File: config.mk
export PLATFORM = sky130hd
export DESIGN_NAME = mode_wake_watchdog_supervisor
export DESIGN_NICKNAME = d
export VERILOG_FILES = /design/src/include/sup_pkg.sv /design/src/rtl/dom_timeout.sv /design/src/rtl/mode_wake_watchdog_supervisor.sv
export SDC_FILE = /design/constraint.sdc
export NUM_CORES = 1
export LEC_CHECK = 0
export BUFFER_PORTS_ARGS = -buffer_cell sky130_fd_sc_hd__buf_2
export CAP_MARGIN = 20
export CORE_AREA = 2 2 152 154
export CTS_CLUSTER_DIAMETER = 150
export DETAILED_ROUTE_END_ITERATION = 12
export DIE_AREA = 0 0 154 156
export HOLD_SLACK_MARGIN = 0.03
export PLACE_DENSITY = 0.43
export SETUP_SLACK_MARGIN = 0.2
export SYNTH_ARGS = -nofsm -noshare
export SYNTH_HDL_FRONTEND = slang
export SYNTH_SLANG_ARGS = --single-unit
File: constraint.sdc
create_clock -name sys_clk_i -period 2.9 [get_ports sys_clk_i]
set_input_delay 0.58 -clock sys_clk_i [delete_from_list [all_inputs] [get_ports sys_clk_i]]
set_output_delay 0.58 -clock sys_clk_i [all_outputs]
set_load 0.005 [all_outputs]
File: src/include/sup_pkg.sv
// constants and state types for the mode, wake and watchdog supervisor
// assumes a single 25 MHz system clock; figures converted to cycles here, except T_POST_MS and T_SLST_MS
package sup_pkg;
	localparam int unsigned CLK_HZ = 25000000;
	// ---------------------------------------------------------------
	// times as printed
	// ---------------------------------------------------------------
	localparam int unsigned T_POST_MS = 70;
	localparam int unsigned T_STNO_MS = 10;
	localparam int unsigned T_SLST_MS = 50;
	localparam int unsigned T_DOM_WAKE_US = 5;
	localparam int unsigned T_REC_WAKE_US = 5;
	localparam int unsigned T_RWAKE_US = 24;
	localparam int unsigned T_LWFILT_MIN_NS = 750;
	localparam int unsigned T_LWAKE_US = 32;
	localparam int unsigned T_DOMTO_US = 1000;
	localparam int unsigned T_RES_MS = 8;
	localparam int unsigned T_WDINIT_MS = 300;
	// ---------------------------------------------------------------
	// cycle counts (least times round up)
	// ---------------------------------------------------------------
	localparam int unsigned CYC_US = CLK_HZ / 1000000;
	localparam int unsigned CYC_MS = CLK_HZ / 1000;
	localparam int unsigned DOM_WAKE_CYC = T_DOM_WAKE_US * CYC_US;
	localparam int unsigned REC_WAKE_CYC = T_REC_WAKE_US * CYC_US;
	localparam int unsigned RWAKE_CYC = T_RWAKE_US * CYC_US;
	localparam int unsigned LWFILT_CYC = (T_LWFILT_MIN_NS * CYC_US + 999) / 1000;
	localparam int unsigned LWAKE_CYC = T_LWAKE_US * CYC_US;
	localparam int unsigned DOMTO_CYC = T_DOMTO_US * CYC_US;
	localparam int unsigned RES_CYC = T_RES_MS * CYC_MS;
	localparam int unsigned WDINIT_CYC = T_WDINIT_MS * CYC_MS;
	localparam int unsigned STNO_CYC = T_STNO_MS * CYC_MS;
	// window bounds as eighths of the period: 3/8 .. 5/8
	localparam int unsigned WIN_LO_8TH = 3;
	localparam int unsigned WIN_HI_8TH = 5;
	localparam int unsigned WIN_PERIOD_DEF = 250000;
	localparam logic [1:0] CMD_NONE = 2'h0;
	localparam logic [1:0] CMD_NORMAL = 2'h1;
	localparam logic [1:0] CMD_SLEEP = 2'h2;
	localparam logic [1:0] CMD_STANDBY = 2'h3;
	typedef enum logic [2:0] {
		ST_RESET = 3'b000,
		ST_STARTWD = 3'b001,
		ST_STANDBY = 3'b010,
		ST_NORMAL = 3'b011,
		ST_SLEEP = 3'b100
	} mode_t;
endpackage

File: src/rtl/dom_timeout.sv
// dominant-level timeout: flags when its input stays low past a limit
// assumes input synchronous to sys_clk_i; dominant is low
`timescale 1ns/1ps
module dom_timeout
	import sup_pkg::*;
#(
	parameter int unsigned LIMIT = DOMTO_CYC
) (
	input wire logic sys_clk_i,
	input wire logic nrst_i,
	input wire logic en_i,
	input wire logic dom_n_i,
	output logic fail_o
);
	typedef struct packed {
		logic [15:0] cnt;
		logic fail;
	} dto_t;
	dto_t q_r, q_nxt;
	always_comb begin
		q_nxt = q_r;
		if (dom_n_i) begin
			// failing condition cleared: release the transmitter
			q_nxt.cnt = 16'h0000;
			q_nxt.fail = 1'b0;
		end else if (q_r.cnt >= 16'(LIMIT)) begin
			q_nxt.fail = 1'b1;
		end else begin
			q_nxt.cnt = q_r.cnt + 16'h0001;
		end
	end
	always_ff @(posedge sys_clk_i or negedge nrst_i) begin
		if (!nrst_i) begin
			q_r <= '0;
		end else if (en_i) begin
			q_r <= q_nxt;
		end
	end
	assign fail_o = q_r.fail;
endmodule // dom_timeout

File: src/rtl/mode_wake_watchdog_supervisor.sv
// mode sequencer with wake detection, dominant timeouts and watchdogs
// assumes all inputs synchronous to sys_clk_i; dominant levels are low
`timescale 1ns/1ps
// Overview of operation
// - after power-up standby is reached within 70 ms, reset delay included, start-up wait excluded.
// - a normal-mode command from standby completes within 10 ms.
// - a wake in sleep leads to standby within 50 ms, reset delay included.
// - a remote-wake dominant phase counts only if at least 5 us long.
// - a remote-wake recessive phase counts only if at least 5 us long.
// - remote wake is signalled 24 us after the valid pattern is seen.
// - the wake pin passes a glitch filter of 0.75 to 5 us before the local wake flag.
// - local wake is declared 32 us after a qualifying wake pin edge.
// - in normal mode, transmit data dominant past about 1000 us flags a local failure.
// - in normal mode, bus dominant past about 1000 us flags a clamping failure.
// - after reset release the host gets 300 ms to give its first trigger.
// - window watchdog triggers are accepted only between 3/8 and 5/8 of the period.
// - a timely start-up trigger moves the device into standby.
// - a missed start-up trigger asserts reset and restarts the reset delay.
module mode_wake_watchdog_supervisor
	import sup_pkg::*;
#(
	parameter int unsigned RES_CYCLES = RES_CYC,
	parameter int unsigned WDINIT_CYCLES = WDINIT_CYC,
	parameter int unsigned WIN_PERIOD = WIN_PERIOD_DEF,
	parameter int unsigned DOMTO_CYCLES = DOMTO_CYC
) (
	input wire logic sys_clk_i,
	input wire logic nrst_i,
	input wire logic clk_en_i,
	input wire logic [1:0] mode_cmd_i,
	input wire logic wd_trig_i,
	input wire logic txd_i,
	input wire logic bus_rx_i,
	input wire logic wake_pin_i,
	output logic host_rst_n_o,
	output logic [2:0] mode_o,
	output logic tx_drive_o,
	output logic txd_fail_o,
	output logic bus_fail_o,
	output logic remote_wake_o,
	output logic local_wake_o,
	output logic wd_fail_o
);
	// -------------------------------------------------------------
	// state
	// -------------------------------------------------------------
	typedef struct packed {
		mode_t mode;
		logic [23:0] tmr;
		logic [23:0] win_cnt;
		logic [8:0] ph;
		logic [1:0] pat;
		logic bus_q;
		logic [9:0] rw_dly;
		logic rw_pend;
		logic rwake;
		logic [4:0] flt;
		logic wk_st;
		logic [9:0] lw_dly;
		logic lw_pend;
		logic lwake;
		logic wdf;
		logic rst_n;
	} sup_t;
	sup_t s_r, s_nxt;
	logic txd_fail, bus_fail, in_normal;
	assign in_normal = (s_r.mode == ST_NORMAL);
	// -------------------------------------------------------------
	// dominant timeouts
	// -------------------------------------------------------------
	dom_timeout #(.LIMIT(DOMTO_CYCLES)) u_txd_to (
		.sys_clk_i(sys_clk_i),
		.nrst_i(nrst_i),
		.en_i(clk_en_i),
		.dom_n_i(txd_i | ~in_normal),
		.fail_o(txd_fail)
	);
	dom_timeout #(.LIMIT(DOMTO_CYCLES)) u_bus_to (
		.sys_clk_i(sys_clk_i),
		.nrst_i(nrst_i),
		.en_i(clk_en_i),
		.dom_n_i(bus_rx_i | ~in_normal),
		.fail_o(bus_fail)
	);
	// -------------------------------------------------------------
	// next state
	// -------------------------------------------------------------
	logic wake_any;
	always_comb begin
		s_nxt = s_r;
		s_nxt.rwake = 1'b0;
		s_nxt.lwake = 1'b0;
		s_nxt.wdf = 1'b0;
		wake_any = 1'b0;
		// remote wake: dom >=5us, rec >=5us, dom >=5us
		s_nxt.bus_q = bus_rx_i;
		if (s_r.mode == ST_SLEEP || s_r.mode == ST_STANDBY) begin
			if (bus_rx_i != s_r.bus_q) begin
				s_nxt.ph = 9'h000;
				// the phase count restarts at zero on the edge, so a full phase reads one less
				if (!s_r.bus_q && s_r.ph >= 9'(DOM_WAKE_CYC - 1)) begin
					s_nxt.pat = (s_r.pat == 2'h0) ? 2'h1 : 2'h3;
				end else if (s_r.bus_q && s_r.ph >= 9'(REC_WAKE_CYC - 1)) begin
					s_nxt.pat = (s_r.pat == 2'h1) ? 2'h2 : s_r.pat;
				end else begin
					s_nxt.pat = 2'h0;
				end
			end else if (s_r.ph != 9'h1FF) begin
				s_nxt.ph = s_r.ph + 9'h001;
			end
			if (s_r.pat == 2'h3 && !s_r.rw_pend) begin
				s_nxt.rw_pend = 1'b1;
				s_nxt.rw_dly = 10'h000;
				s_nxt.pat = 2'h0;
			end
			// local wake: filter then fixed detection delay
			if (wake_pin_i != s_r.wk_st) begin
				if (s_r.flt >= 5'(LWFILT_CYC)) begin
					s_nxt.wk_st = wake_pin_i;
					s_nxt.flt = 5'h00;
					// a second edge while pending must not push the first wake out
					if (!s_r.lw_pend) begin
						s_nxt.lw_pend = 1'b1;
						s_nxt.lw_dly = 10'h000;
					end
				end else begin
					s_nxt.flt = s_r.flt + 5'h01;
				end
			end else begin
				s_nxt.flt = 5'h00;
			end
		end else begin
			s_nxt.pat = 2'h0;
			s_nxt.ph = 9'h000;
			s_nxt.wk_st = wake_pin_i;
			s_nxt.flt = 5'h00;
		end
		if (s_r.rw_pend) begin
			if (s_r.rw_dly >= 10'(RWAKE_CYC - 1)) begin
				s_nxt.rw_pend = 1'b0;
				s_nxt.rwake = 1'b1;
			end else begin
				s_nxt.rw_dly = s_r.rw_dly + 10'h001;
			end
		end
		if (s_r.lw_pend) begin
			if (s_r.lw_dly >= 10'(LWAKE_CYC - LWFILT_CYC - 1)) begin
				s_nxt.lw_pend = 1'b0;
				s_nxt.lwake = 1'b1;
			end else begin
				s_nxt.lw_dly = s_r.lw_dly + 10'h001;
			end
		end
		wake_any = s_r.rwake | s_r.lwake;
		// mode sequencing
		s_nxt.tmr = s_r.tmr + 24'h000001;
		case (s_r.mode)
			ST_RESET: begin
				s_nxt.rst_n = 1'b0;
				if (s_r.tmr >= 24'(RES_CYCLES - 1)) begin
					s_nxt.mode = ST_STARTWD;
					s_nxt.tmr = 24'h000000;
					s_nxt.rst_n = 1'b1;
				end
			end
			ST_STARTWD: begin
				if (wd_trig_i) begin
					s_nxt.mode = ST_STANDBY;
					s_nxt.win_cnt = 24'h000000;
				end else if (s_r.tmr >= 24'(WDINIT_CYCLES - 1)) begin
					s_nxt.mode = ST_RESET;
					s_nxt.tmr = 24'h000000;
					s_nxt.rst_n = 1'b0;
					s_nxt.wdf = 1'b1;
				end
			end
			ST_STANDBY, ST_NORMAL: begin
				// window watchdog runs in both awake modes
				s_nxt.win_cnt = s_r.win_cnt + 24'h000001;
				if (wd_trig_i) begin
					if (s_r.win_cnt >= 24'(WIN_PERIOD * WIN_LO_8TH / 8) &&
						s_r.win_cnt < 24'(WIN_PERIOD * WIN_HI_8TH / 8)) begin
						s_nxt.win_cnt = 24'h000000;
					end else begin
						s_nxt.wdf = 1'b1;
					end
				end else if (s_r.win_cnt >= 24'(WIN_PERIOD * WIN_HI_8TH / 8)) begin
					s_nxt.wdf = 1'b1;
				end
				if (s_nxt.wdf) begin
					s_nxt.mode = ST_RESET;
					s_nxt.tmr = 24'h000000;
					s_nxt.rst_n = 1'b0;
				end else if (s_r.mode == ST_STANDBY && mode_cmd_i == CMD_NORMAL) begin
					s_nxt.mode = ST_NORMAL;
				end else if (mode_cmd_i == CMD_SLEEP) begin
					s_nxt.mode = ST_SLEEP;
				end else if (s_r.mode == ST_NORMAL && mode_cmd_i == CMD_STANDBY) begin
					s_nxt.mode = ST_STANDBY;
				end
			end
			ST_SLEEP: begin
				// host supply off in sleep, so it is held in reset
				s_nxt.rst_n = 1'b0;
				if (wake_any) begin
					s_nxt.mode = ST_RESET;
					s_nxt.tmr = 24'h000000;
				end
			end
			default: begin
				s_nxt.mode = ST_RESET;
				s_nxt.tmr = 24'h000000;
			end
		endcase
	end
	always_ff @(posedge sys_clk_i or negedge nrst_i) begin
		if (!nrst_i) begin
			s_r <= '{mode: ST_RESET, bus_q: 1'b1, default: '0};
		end else if (clk_en_i) begin
			s_r <= s_nxt;
		end
	end
	// -------------------------------------------------------------
	// outputs
	// -------------------------------------------------------------
	assign host_rst_n_o = s_r.rst_n;
	assign mode_o = s_r.mode;
	// transmitter forced recessive while either timeout stands
	assign tx_drive_o = in_normal & ~txd_fail & ~bus_fail & ~txd_i;
	assign txd_fail_o = txd_fail;
	assign bus_fail_o = bus_fail;
	assign remote_wake_o = s_r.rwake;
	assign local_wake_o = s_r.lwake;
	assign wd_fail_o = s_r.wdf;
endmodule // mode_wake_watchdog_supervisor

* Word level (Yosys, flattened, before mapping)
Index checks and enable logic that the tools add are counted.
** Word-level totals
- Output and inout port bits :: 10
- Logic and storage cells :: 157
- Input port bits :: 9
- Flip-flop bits (word level) :: 129
** Cells by class
- $lt $le $gt $ge :: 11
- Bitwise logic cells :: 10
- Mux-type cells :: 55
- Reduce and logical (&&, ||, !) cells :: 26
- Eq/ne operators :: 27
- Add/sub/neg operators :: 8
** Operators by type and width (number)
- 2-to-1 mux 24 bit :: 5
- one-hot mux 27 bit (4 select lines) :: 1
- 2-to-1 mux 27 bit :: 3
- 2-to-1 mux 11 bit :: 5
- adder 24 x 1 -> 24 bit (second input constant) :: 2
- >= comparator 24 x 18 -> 1 bit (second input constant) :: 2
- 2-to-1 mux 12 bit :: 4
- one-hot mux 24 bit (2 select lines) :: 1
- 2-to-1 mux 17 bit :: 2
- adder 16 x 1 -> 16 bit (second input constant) :: 2
- >= comparator 16 x 15 -> 1 bit (second input constant) :: 2
- 2-to-1 mux 16 bit :: 2
- >= comparator 24 x 17 -> 1 bit (second input constant) :: 1
- >= comparator 24 x 23 -> 1 bit (second input constant) :: 1
- < comparator 24 x 18 -> 1 bit (second input constant) :: 1
- adder 10 x 1 -> 10 bit (second input constant) :: 2
- >= comparator 10 bit (second input constant) :: 2
- 2-to-1 mux 10 bit :: 2
- 2-to-1 mux 2 bit :: 10
- 2-to-1 mux 9 bit :: 2
- 2-to-1 mux 3 bit :: 5
- 2-to-1 mux 5 bit :: 2
- inequality test 2 x 1 -> 1 bit (second input constant) :: 5
- inequality test 2 bit (second input constant) :: 5
- other kinds (33) :: 68

* Logic depth before layout (Yosys ltp)
Gate-level depths: netlist of run 1.
- Depth in word-level cells :: 7
- Gate-level depth with buffers :: 11
- Gate-level depth less buffers :: 10

* By module
From an unflattened synthesis of run 1, not the netlist that was laid out.
** Unflattened totals
- Cell total of the unflattened synthesis :: 847
- Area, all modules :: 7701.1 µm²
** Modules (own cells, without submodules)
- mode_wake_watchdog_supervisor :: times used 1, cells an instance 609, seq. area each 2378.5 µm², area an instance 5604.1 µm²
- dom_timeout :: times used 2, cells an instance 119, seq. area each 425.4 µm², area an instance 1048.5 µm²

* Least setup slack after synthesis of run 1
No wires, ideal clock.
- Path type :: reg-to-reg
- Start :: register s_r[68] (netlist name)
- End :: register s_r, in the netlist mode_o[1]
- Arrival :: 2.345 ns
- Required time :: 2.775 ns
- Setup time :: 0.125 ns
- Slack :: 0.431 ns
- Period minus slack after synthesis :: 2.469 ns
- Cell stages (with the launch flop) :: 9
- Path buffers :: 0
- Cells stage by stage :: dfrtp_1 -> ha_1 -> a41oi_1 -> o21ai_0 -> a2111oi_0 -> o21ai_0 -> nor3b_1 -> o21ai_0 -> mux2_2
** Between the ends
- Longest elaborated chain between the ends :: 3
- Elaborated cells between the ends (all ways) :: 5
- Those cells by class :: 2 x order compare; 2 x eq/ne; 1 x reduce/logical
** Ends and longest elaborated chain
- from (decl) :: RTL line mode_wake_watchdog_supervisor.sv:65 : sup_t s_r, s_nxt;
- from (signal assigned) :: RTL line mode_wake_watchdog_supervisor.sv:220 : s_r <= s_nxt;
- >= comparator 24 x 23 -> 1 bit / >= comparator 24 x 18 -> 1 bit (equally long branches) :: RTL line mode_wake_watchdog_supervisor.sv:170, mode_wake_watchdog_supervisor.sv:160
- inequality test 3 bit (no line) / inequality test 2 bit (equally long branches)
- AND reduction 5 bit (no line) *
Every way passes the cells marked *; elsewhere a longest branch is shown, timed or not.
A chain may end at the register's enable or synchronous reset.

* Worst setup path in the final report of run 1
- Start :: register s_r[64] (netlist name)
- End :: register s_r[72] (netlist name)
** Between the ends
- Longest elaborated chain between the ends :: 7
- Elaborated cells between the ends (all ways) :: 10
- Those cells by class :: 3 x order compare; 6 x mux; 1 x reduce/logical
** Ends and longest elaborated chain
- >= comparator 24 x 17 -> 1 bit / < comparator 24 x 18 -> 1 bit (equally long branches) :: RTL line mode_wake_watchdog_supervisor.sv:181, mode_wake_watchdog_supervisor.sv:182
- logical AND 1 bit :: RTL line mode_wake_watchdog_supervisor.sv:181 : if (s_r.win_cnt >= 24'(WIN_PERIOD * WIN_LO_8TH / 8) &&
- 2-to-1 mux 1 bit :: RTL line mode_wake_watchdog_supervisor.sv:181
- 2-to-1 mux 1 bit * :: RTL line mode_wake_watchdog_supervisor.sv:180 : if (wd_trig_i) begin
- 2-to-1 mux 1 bit * :: RTL line mode_wake_watchdog_supervisor.sv:157 : case (s_r.mode)
- 2-to-1 mux 24 bit * :: RTL line mode_wake_watchdog_supervisor.sv:190 : if (s_nxt.wdf) begin
- one-hot mux 27 bit (4 select lines) * :: RTL line mode_wake_watchdog_supervisor.sv:157
Every way passes the cells marked *; elsewhere a longest branch is shown, timed or not. The select of a mux whose other input is x is not followed.

==> out/qor.txt, run 1 <==
Outcome: completed
Min Clock Period, post-route: 2.60 ns
Final #Nets: 888
Total wire length: 19.2 mm
Power Total: 0.00529 W
CP delay by family, top: simple AND/OR/NAND/NOR gates
Hold Crit Class: in -> async
Vias in the first global route: 6325
Num rows: 55
Initial antenna violation count: 2
Synth area leaders: dfrtp_1 44%, nor2_1 5.2%, nand2_1 4.5%
1st-iter DRT viols: 328
Final setup margin: 0.299 ns
Clock-pin slew on the worst setup and hold paths: 0.06 ns
Maxcap violations: 0
Syn Inst Count: 807
Wirelength per Cell: 16.5 um
Final Hold Viols: 0
Die Wd: 154 um
Register area share after synthesis: 0.442
Area leader, netlist: dfrtp_1
WS Path Type: reg -> reg
Peak Freq: 0.385 GHz
Largest net degree at the start of global routing: 66
Crit path top cell by count: nor4_4
Max Root-Sink Buffers: 2
CTS Root Buffer Type: clkbuf_16
Synth async-reset ratio: 1.00
Layout area overhead: 18.6%
Via density: 5.37
Syn Std Cell Area: 7300 um2
RSZ-0062 raised after global routing: false
Share of layout cells above drive strength 1: 0.151
Core area: 22400 um2
Drt drc: 0
Crit-path max cell delay: 0.44 ns
Antenna diode count: 0
Crit-path slowest cell: dfrtp_2
Top cell type's share of synthesized area: 0.439
TritonCTS clock tree: built
Synthesized area per cell: 9.05 um2
Post-Syn Nets: 830
GRT overflow: 0
CP cell instances: nor4_4 -> nand2_2 -> nor4_4 -> a2111oi_4 -> buf_4 -> o31a_1 -> buf_6 -> and3_1 -> a211o_1
Worst VDD drop: 0.299 mV
Area after DPL: 7900 um2
Gr usage total: 0.165
EDFF count, synth: 0
Worst setup SP type: flop
Top-count cell post-synth: dfrtp_1
Tcrit/Tclk final: 0.897
Clk_lat worst skew: 0.42 ns
Buf/Inv on CP: 2
Ys flop type: dfrtp_1
DIE HEIGHT: 156 um
Crit Path Max Fanout: 7
Clock buffer count from CTS: 17
Final setup fails: 0
Final Max Slew Viols: 0
Vias: 6248
Buffers on Ports: 18
CTS H-Tree Depth: 4
P per Cell Area: 610 nW/um2
Pre-CTS WS: -0.181 ns
Fin util: 0.387
Dpl hpwl: 12.7 mm
Least-Margin Pin Slew: 0.901 ns
Crit path required time: 3.21 ns
Pleak: 3.75 nW
Nature of the critical path endpoint: flop
Critical path data arrival time: 2.91 ns
First-pass DRT Iterations: 5
Starting density of the core: 0.326
GP Congestion: 0.827
Yosys cell types: 67
Die ar.: 24000 um2
Sink Count: 129
Io pins: 19
First-pass GRT wire length: 32.1 mm
Final instance area: 8660 um2
Hold-fix buffers at CTS: 0
Final ANT Viol Nets: 0
Slew HR: 0.400
Yosys reg bits: 129
Setup Skew: 0.00647 ns
Synth warn: 0
Synth cell count leaders: 128 x dfrtp_1, 102 x nor2_1, 88 x nand2_1
## registers in the layout (all words and copies together) (netlist names)
name             count
host_rst_n_o         1
local_wake_o         1
mode_o               3
remote_wake_o        1
s_r                 88
u_bus_to.fail_o      1
u_bus_to.q_r        16
u_txd_to.fail_o      1
u_txd_to.q_r        16
wd_fail_o            1
## power by group
part	total, W	internal, W	leakage (nW)	switching (W)
registers	0.00205	0.00192	1.77	0.000133
clock network	0.00209	0.00122	0.271	0.000863
logic	0.00115	0.000476	1.71	0.000671
total	0.00529	0.00362	3.75	0.00167
## cells by family (layout without fill, tap and decap cells)
| group | Yosys count | after routing | synth area share |
|---|---|---|---|
| muxes | 13 | 13 | 0.0190 |
| buffers and inverters | 55 | 124 | 0.0332 |
| DFF | 129 | 129 | 0.442 |
| adders and majority gates | 14 | 14 | 0.0240 |
| and+or+nand+nor | 372 | 372 | 0.254 |
| AOI/OAI and AO/OA | 183 | 185 | 0.178 |
| xor gates and xnor gates | 41 | 41 | 0.0492 |
## metrics by stage
step | hold WS, ns | std cells | setup TNS, ns
floorplan | 0.284 | 807 | 0
CTS | 0.191 | 1155 | 0
global route | 0.208 | 1163 | 0
global placement | 0.473 | 1119 | -0.685
finish | 0.179 | 1163 | 0
detailed placement | 0.493 | 1119 | -1.77
## what timing repair did
action,4_1_cts,5_1_grt
resized for setup,8,11
pin swaps,7,9
cloned,1,2
setup buffers,3,6
setup endpoints to repair,27,39
## per-layer routing
| metal | part of all wire | vias to the layer above | global-route usage |
|---|---|---|---|
| met2 | 0.46 | 93 | 0.263 |
| met1 | 0.48 | 3075 | 0.222 |
| li1 | - | 3059 | - |
| met5 | 0.00068 | - | 0 |
| met4 | 0.015 | 2 | 0.0498 |
| met3 | 0.038 | 19 | 0.0406 |
## layout by cell type, fill, tap and decap left out, types with 13 or more instances in the layout
cell type / n
dfrtp_1: 127
nor2_1: 100
nand2_1: 87
o21ai_0: 53
nand3_1: 47
buf_4: 44
a21oi_1: 29
xor2_1: 26
nor3_1: 25
inv_1: 24
and3_1: 20
buf_2: 18
clkbuf_16: 17
xnor2_1: 15
nor4_1: 14
nand4_1: 14
a22o_1: 14
ha_1: 13
## cell type report
cell class	instances	area, um2
multi-input cells	625	3910
inverters	25	93.8
flip-flops and latches	129	3230
well taps	285	357
clock buffers	19	453
clock inverters	13	111
repair buffers	67	503
fillers	2251	13700
## path summary, 6_finish.rpt
path,startpoint,to,slack [ns],cells after the start
worst max-delay path,s_r[64],s_r[72],0.30,9
worst min-delay path,nrst_i,s_r[5],0.18,1
worst max register to register,s_r[64],s_r[72],0.30,9
worst min register to register,u_bus_to.q_r[15],u_bus_to.q_r[15],0.51,2
max in group asynchronous,nrst_i,s_r[32],1.92,2
min in group sys_clk_i,mode_cmd_i[1],mode_o[0],0.40,2
Power figures use the tool's default switching activity.
==> run 2: changes to the inputs <==
--- a/config.mk
+++ b/config.mk
@@ -12,6 +12,7 @@
 export DETAILED_ROUTE_END_ITERATION = 12
 export DIE_AREA = 0 0 154 156
 export HOLD_SLACK_MARGIN = 0.03
+export MAX_ROUTING_LAYER = met4
 export PLACE_DENSITY = 0.43
 export SETUP_SLACK_MARGIN = 0.2
 export SYNTH_ARGS = -nofsm -noshare
==> out/qor.txt, run 2 (same netlist as run 1, synthesis figures left out) <==
Fillers: 2253 (+0.089%)
Pre-CTS WS: -0.181 ns (unchanged)
Comb pwr share: 0.221 (+0.004)
Share of layout cells above drive strength 1: 0.157 (+0.00516)
First-pass GRT wire length: 32.1 mm (unchanged)
Area after DPL: 7900 um2 (unchanged)
Psw: 0.00167 W (about the same)
1st-iter DRT viols: 312 (-4.9%)
P per Cell Area: 610 nW/um2 (-0.12%)
Vias in the first global route: 6319 (-0.095%)
CP delay by family, top: compound AO/OA/AOI/OAI gates
Dpl hpwl: 12.7 mm (unchanged)
Crit-path max cell delay: 0.43 ns (about the same)
Buf/Inv on CP: 3 (+1)
Power Total: 0.00530 W (+0.32%)
Crit-path slowest cell: dfrtp_1
Core area: 22400 um2 (unchanged)
Wirelength per Cell: 16.4 um (-0.45%)
Crit path required time: 3.21 ns (about the same)
Final setup fails: 0 (unchanged)
Final setup margin: 0.278 ns (-0.0219 ns)
DIE HEIGHT: 156 um (unchanged)
Sink Count: 129 (unchanged)
Sequential share of power: 0.388 (about the same)
Worst setup SP type: flop
Largest register FFs: 88 (unchanged)
Final Hold Viols: 0 (unchanged)
Commonest non-fill, non-tap cells in the layout: 127 x dfrtp_1, 100 x nor2_1, 87 x nand2_1
Layout area overhead: 19.2%
Num rows: 55 (unchanged)
WS Path Type: reg -> reg
CTS H-Tree Depth: 4 (unchanged)
Die ar.: 24000 um2 (unchanged)
TritonCTS clock tree: built
Max Root-Sink Buffers: 2 (unchanged)
Io pins: 19 (unchanged)
CTS Root Buffer Type: clkbuf_16
Peak Freq: 0.381 GHz (-0.83%)
Initial antenna violation count: 2 (unchanged)
GRT overflow: 0 (unchanged)
Clock buffer count from CTS: 17 (unchanged)
Via density: 5.36 (-0.24%)
RSZ-0062 raised after global routing: false
Total wire length: 19.2 mm (about the same)
First-pass DRT Iterations: 5 (unchanged)
Hold Crit Class: in -> async
Clk_lat worst skew: 0.42 ns (about the same)
Register Area: 3230 um2 (unchanged)
Setup Skew: 0.00716 ns (+0.000689 ns)
Clock-pin slew on the worst setup and hold paths: 0.06 ns (about the same)
Clk pwr share: 0.392 (-0.002)
Power Internal: 0.00364 W (+0.50%)
Final ANT Viol Nets: 0 (unchanged)
Least-Margin Pin Slew: 0.923 ns (+0.0228 ns)
Final #Nets: 891 (+0.34%)
Outcome: completed
Placed Instances: 1119 (unchanged)
Tcrit/Tclk final: 0.904 (+0.00754)
CP cell instances: ha_4 -> a41oi_2 -> o21ai_2 -> a2111oi_2 -> buf_4 -> o31a_1 -> buf_4 -> o31a_1 -> buf_6 -> and3_1 -> a211o_1
Most common cell after layout, fill and taps aside: dfrtp_1
Starting density of the core: 0.326 (unchanged)
Drt drc: 0 (unchanged)
WHS: 0.178 ns (-0.000718 ns)
Area of the multi-input gates: 3920 um2 (+0.29%)
Min Clock Period, post-route: 2.62 ns (+0.0219 ns)
Critical path data arrival time: 2.93 ns (+0.02 ns)
Maxcap violations: 0 (unchanged)
Hold-fix buffers at CTS: 0 (unchanged)
Pleak: 3.76 nW (+0.49%)
Biggest regs: s_r: 88 flops, u_bus_to.q_r: 16 flops, u_txd_to.q_r: 16 flops
Crit Path Max Fanout: 7 (unchanged)
GP Congestion: 0.840 (+1.5%)
Buffers on Ports: 18 (unchanged)
Biggest register: s_r
Switching share of power: 0.314 (-0.00120)
Largest net degree at the start of global routing: 66 (unchanged)
Worst VDD drop: 0.308 mV (+3.2%)
Nature of the critical path endpoint: flop
Die Wd: 154 um (unchanged)
Vias: 6260 (+0.19%)
Non-filler instance count after layout: 1168 (+0.43%)
Gr usage total: 0.170 (+0.00509)
Final instance area: 8700 um2 (+0.45%)
Slew HR: 0.384 (-0.0152)
Final Max Slew Viols: 0 (unchanged)
[run 2: cell types whose count changed in the layout (fill, tap and decap cells not counted), sizes merged]
cell and change:
diode +2, buf +3
[run 2: per-stage QoR]
step	utilization	TNS, ns
3_3_place_gp	0.353	-0.685
6_report	0.389	0
3_5_place_dp	0.353	-1.77
4_1_cts	0.382	0
2_1_floorplan	-	0
5_1_grt	0.389	0
[run 2: layout make-up]
class,instances,share of cell area
repair buffers,70,0.0604
clock buffers,19,0.0521
inverters,25,0.0108
flip-flops and latches,129,0.371
well taps,285,0.0410
clock inverters,13,0.0128
diodes,2,0.000575
multi-input cells,625,0.451
[run 2: timing repair]
action / in CTS / in global routing
gates cloned: 1 / 2
pin swaps: 7 / 10
resized for setup: 8 / 14
setup endpoints to repair: 27 / 39
buffers inserted: 3 / 9
[run 2: path summary, 6_finish.rpt]
kind / from / cells past startpoint / to / slack [ns]
min in group sys_clk_i: mode_cmd_i[1] / 2 / mode_o[0] / 0.40
worst min register to register: u_bus_to.q_r[15] / 2 / u_bus_to.q_r[15] / 0.51
max in group asynchronous: nrst_i / 2 / s_r[32] / 1.93
worst max-delay path: s_r[69] / 11 / s_r[72] / 0.28
worst max register to register: s_r[69] / 11 / s_r[72] / 0.28
worst min-delay path: nrst_i / 1 / s_r[5] / 0.18
[run 2: power by group through the flow]
stage / Sequential, W / Combinational (W) / Clock [W]
after floorplan: 0.00204 / 0.000671 / 0
after global placement: 0.00207 / 0.000947 / 0
after detailed placement: 0.00208 / 0.000964 / 0
after CTS: 0.00205 / 0.00103 / 0.00214
after global routing: 0.00208 / 0.00129 / 0.00222
final: 0.00206 / 0.00117 / 0.00208
[run 2: layer usage]
layer	up-vias	part of all wire	GRT usage	routed length, um
li1	3069	-	-	-
met1	3082	0.48	0.222	9260
met2	96	0.47	0.263	8970
met3	13	0.037	0.0422	708
met4	0	0.013	0.0485	246
met5	-	0	-	0
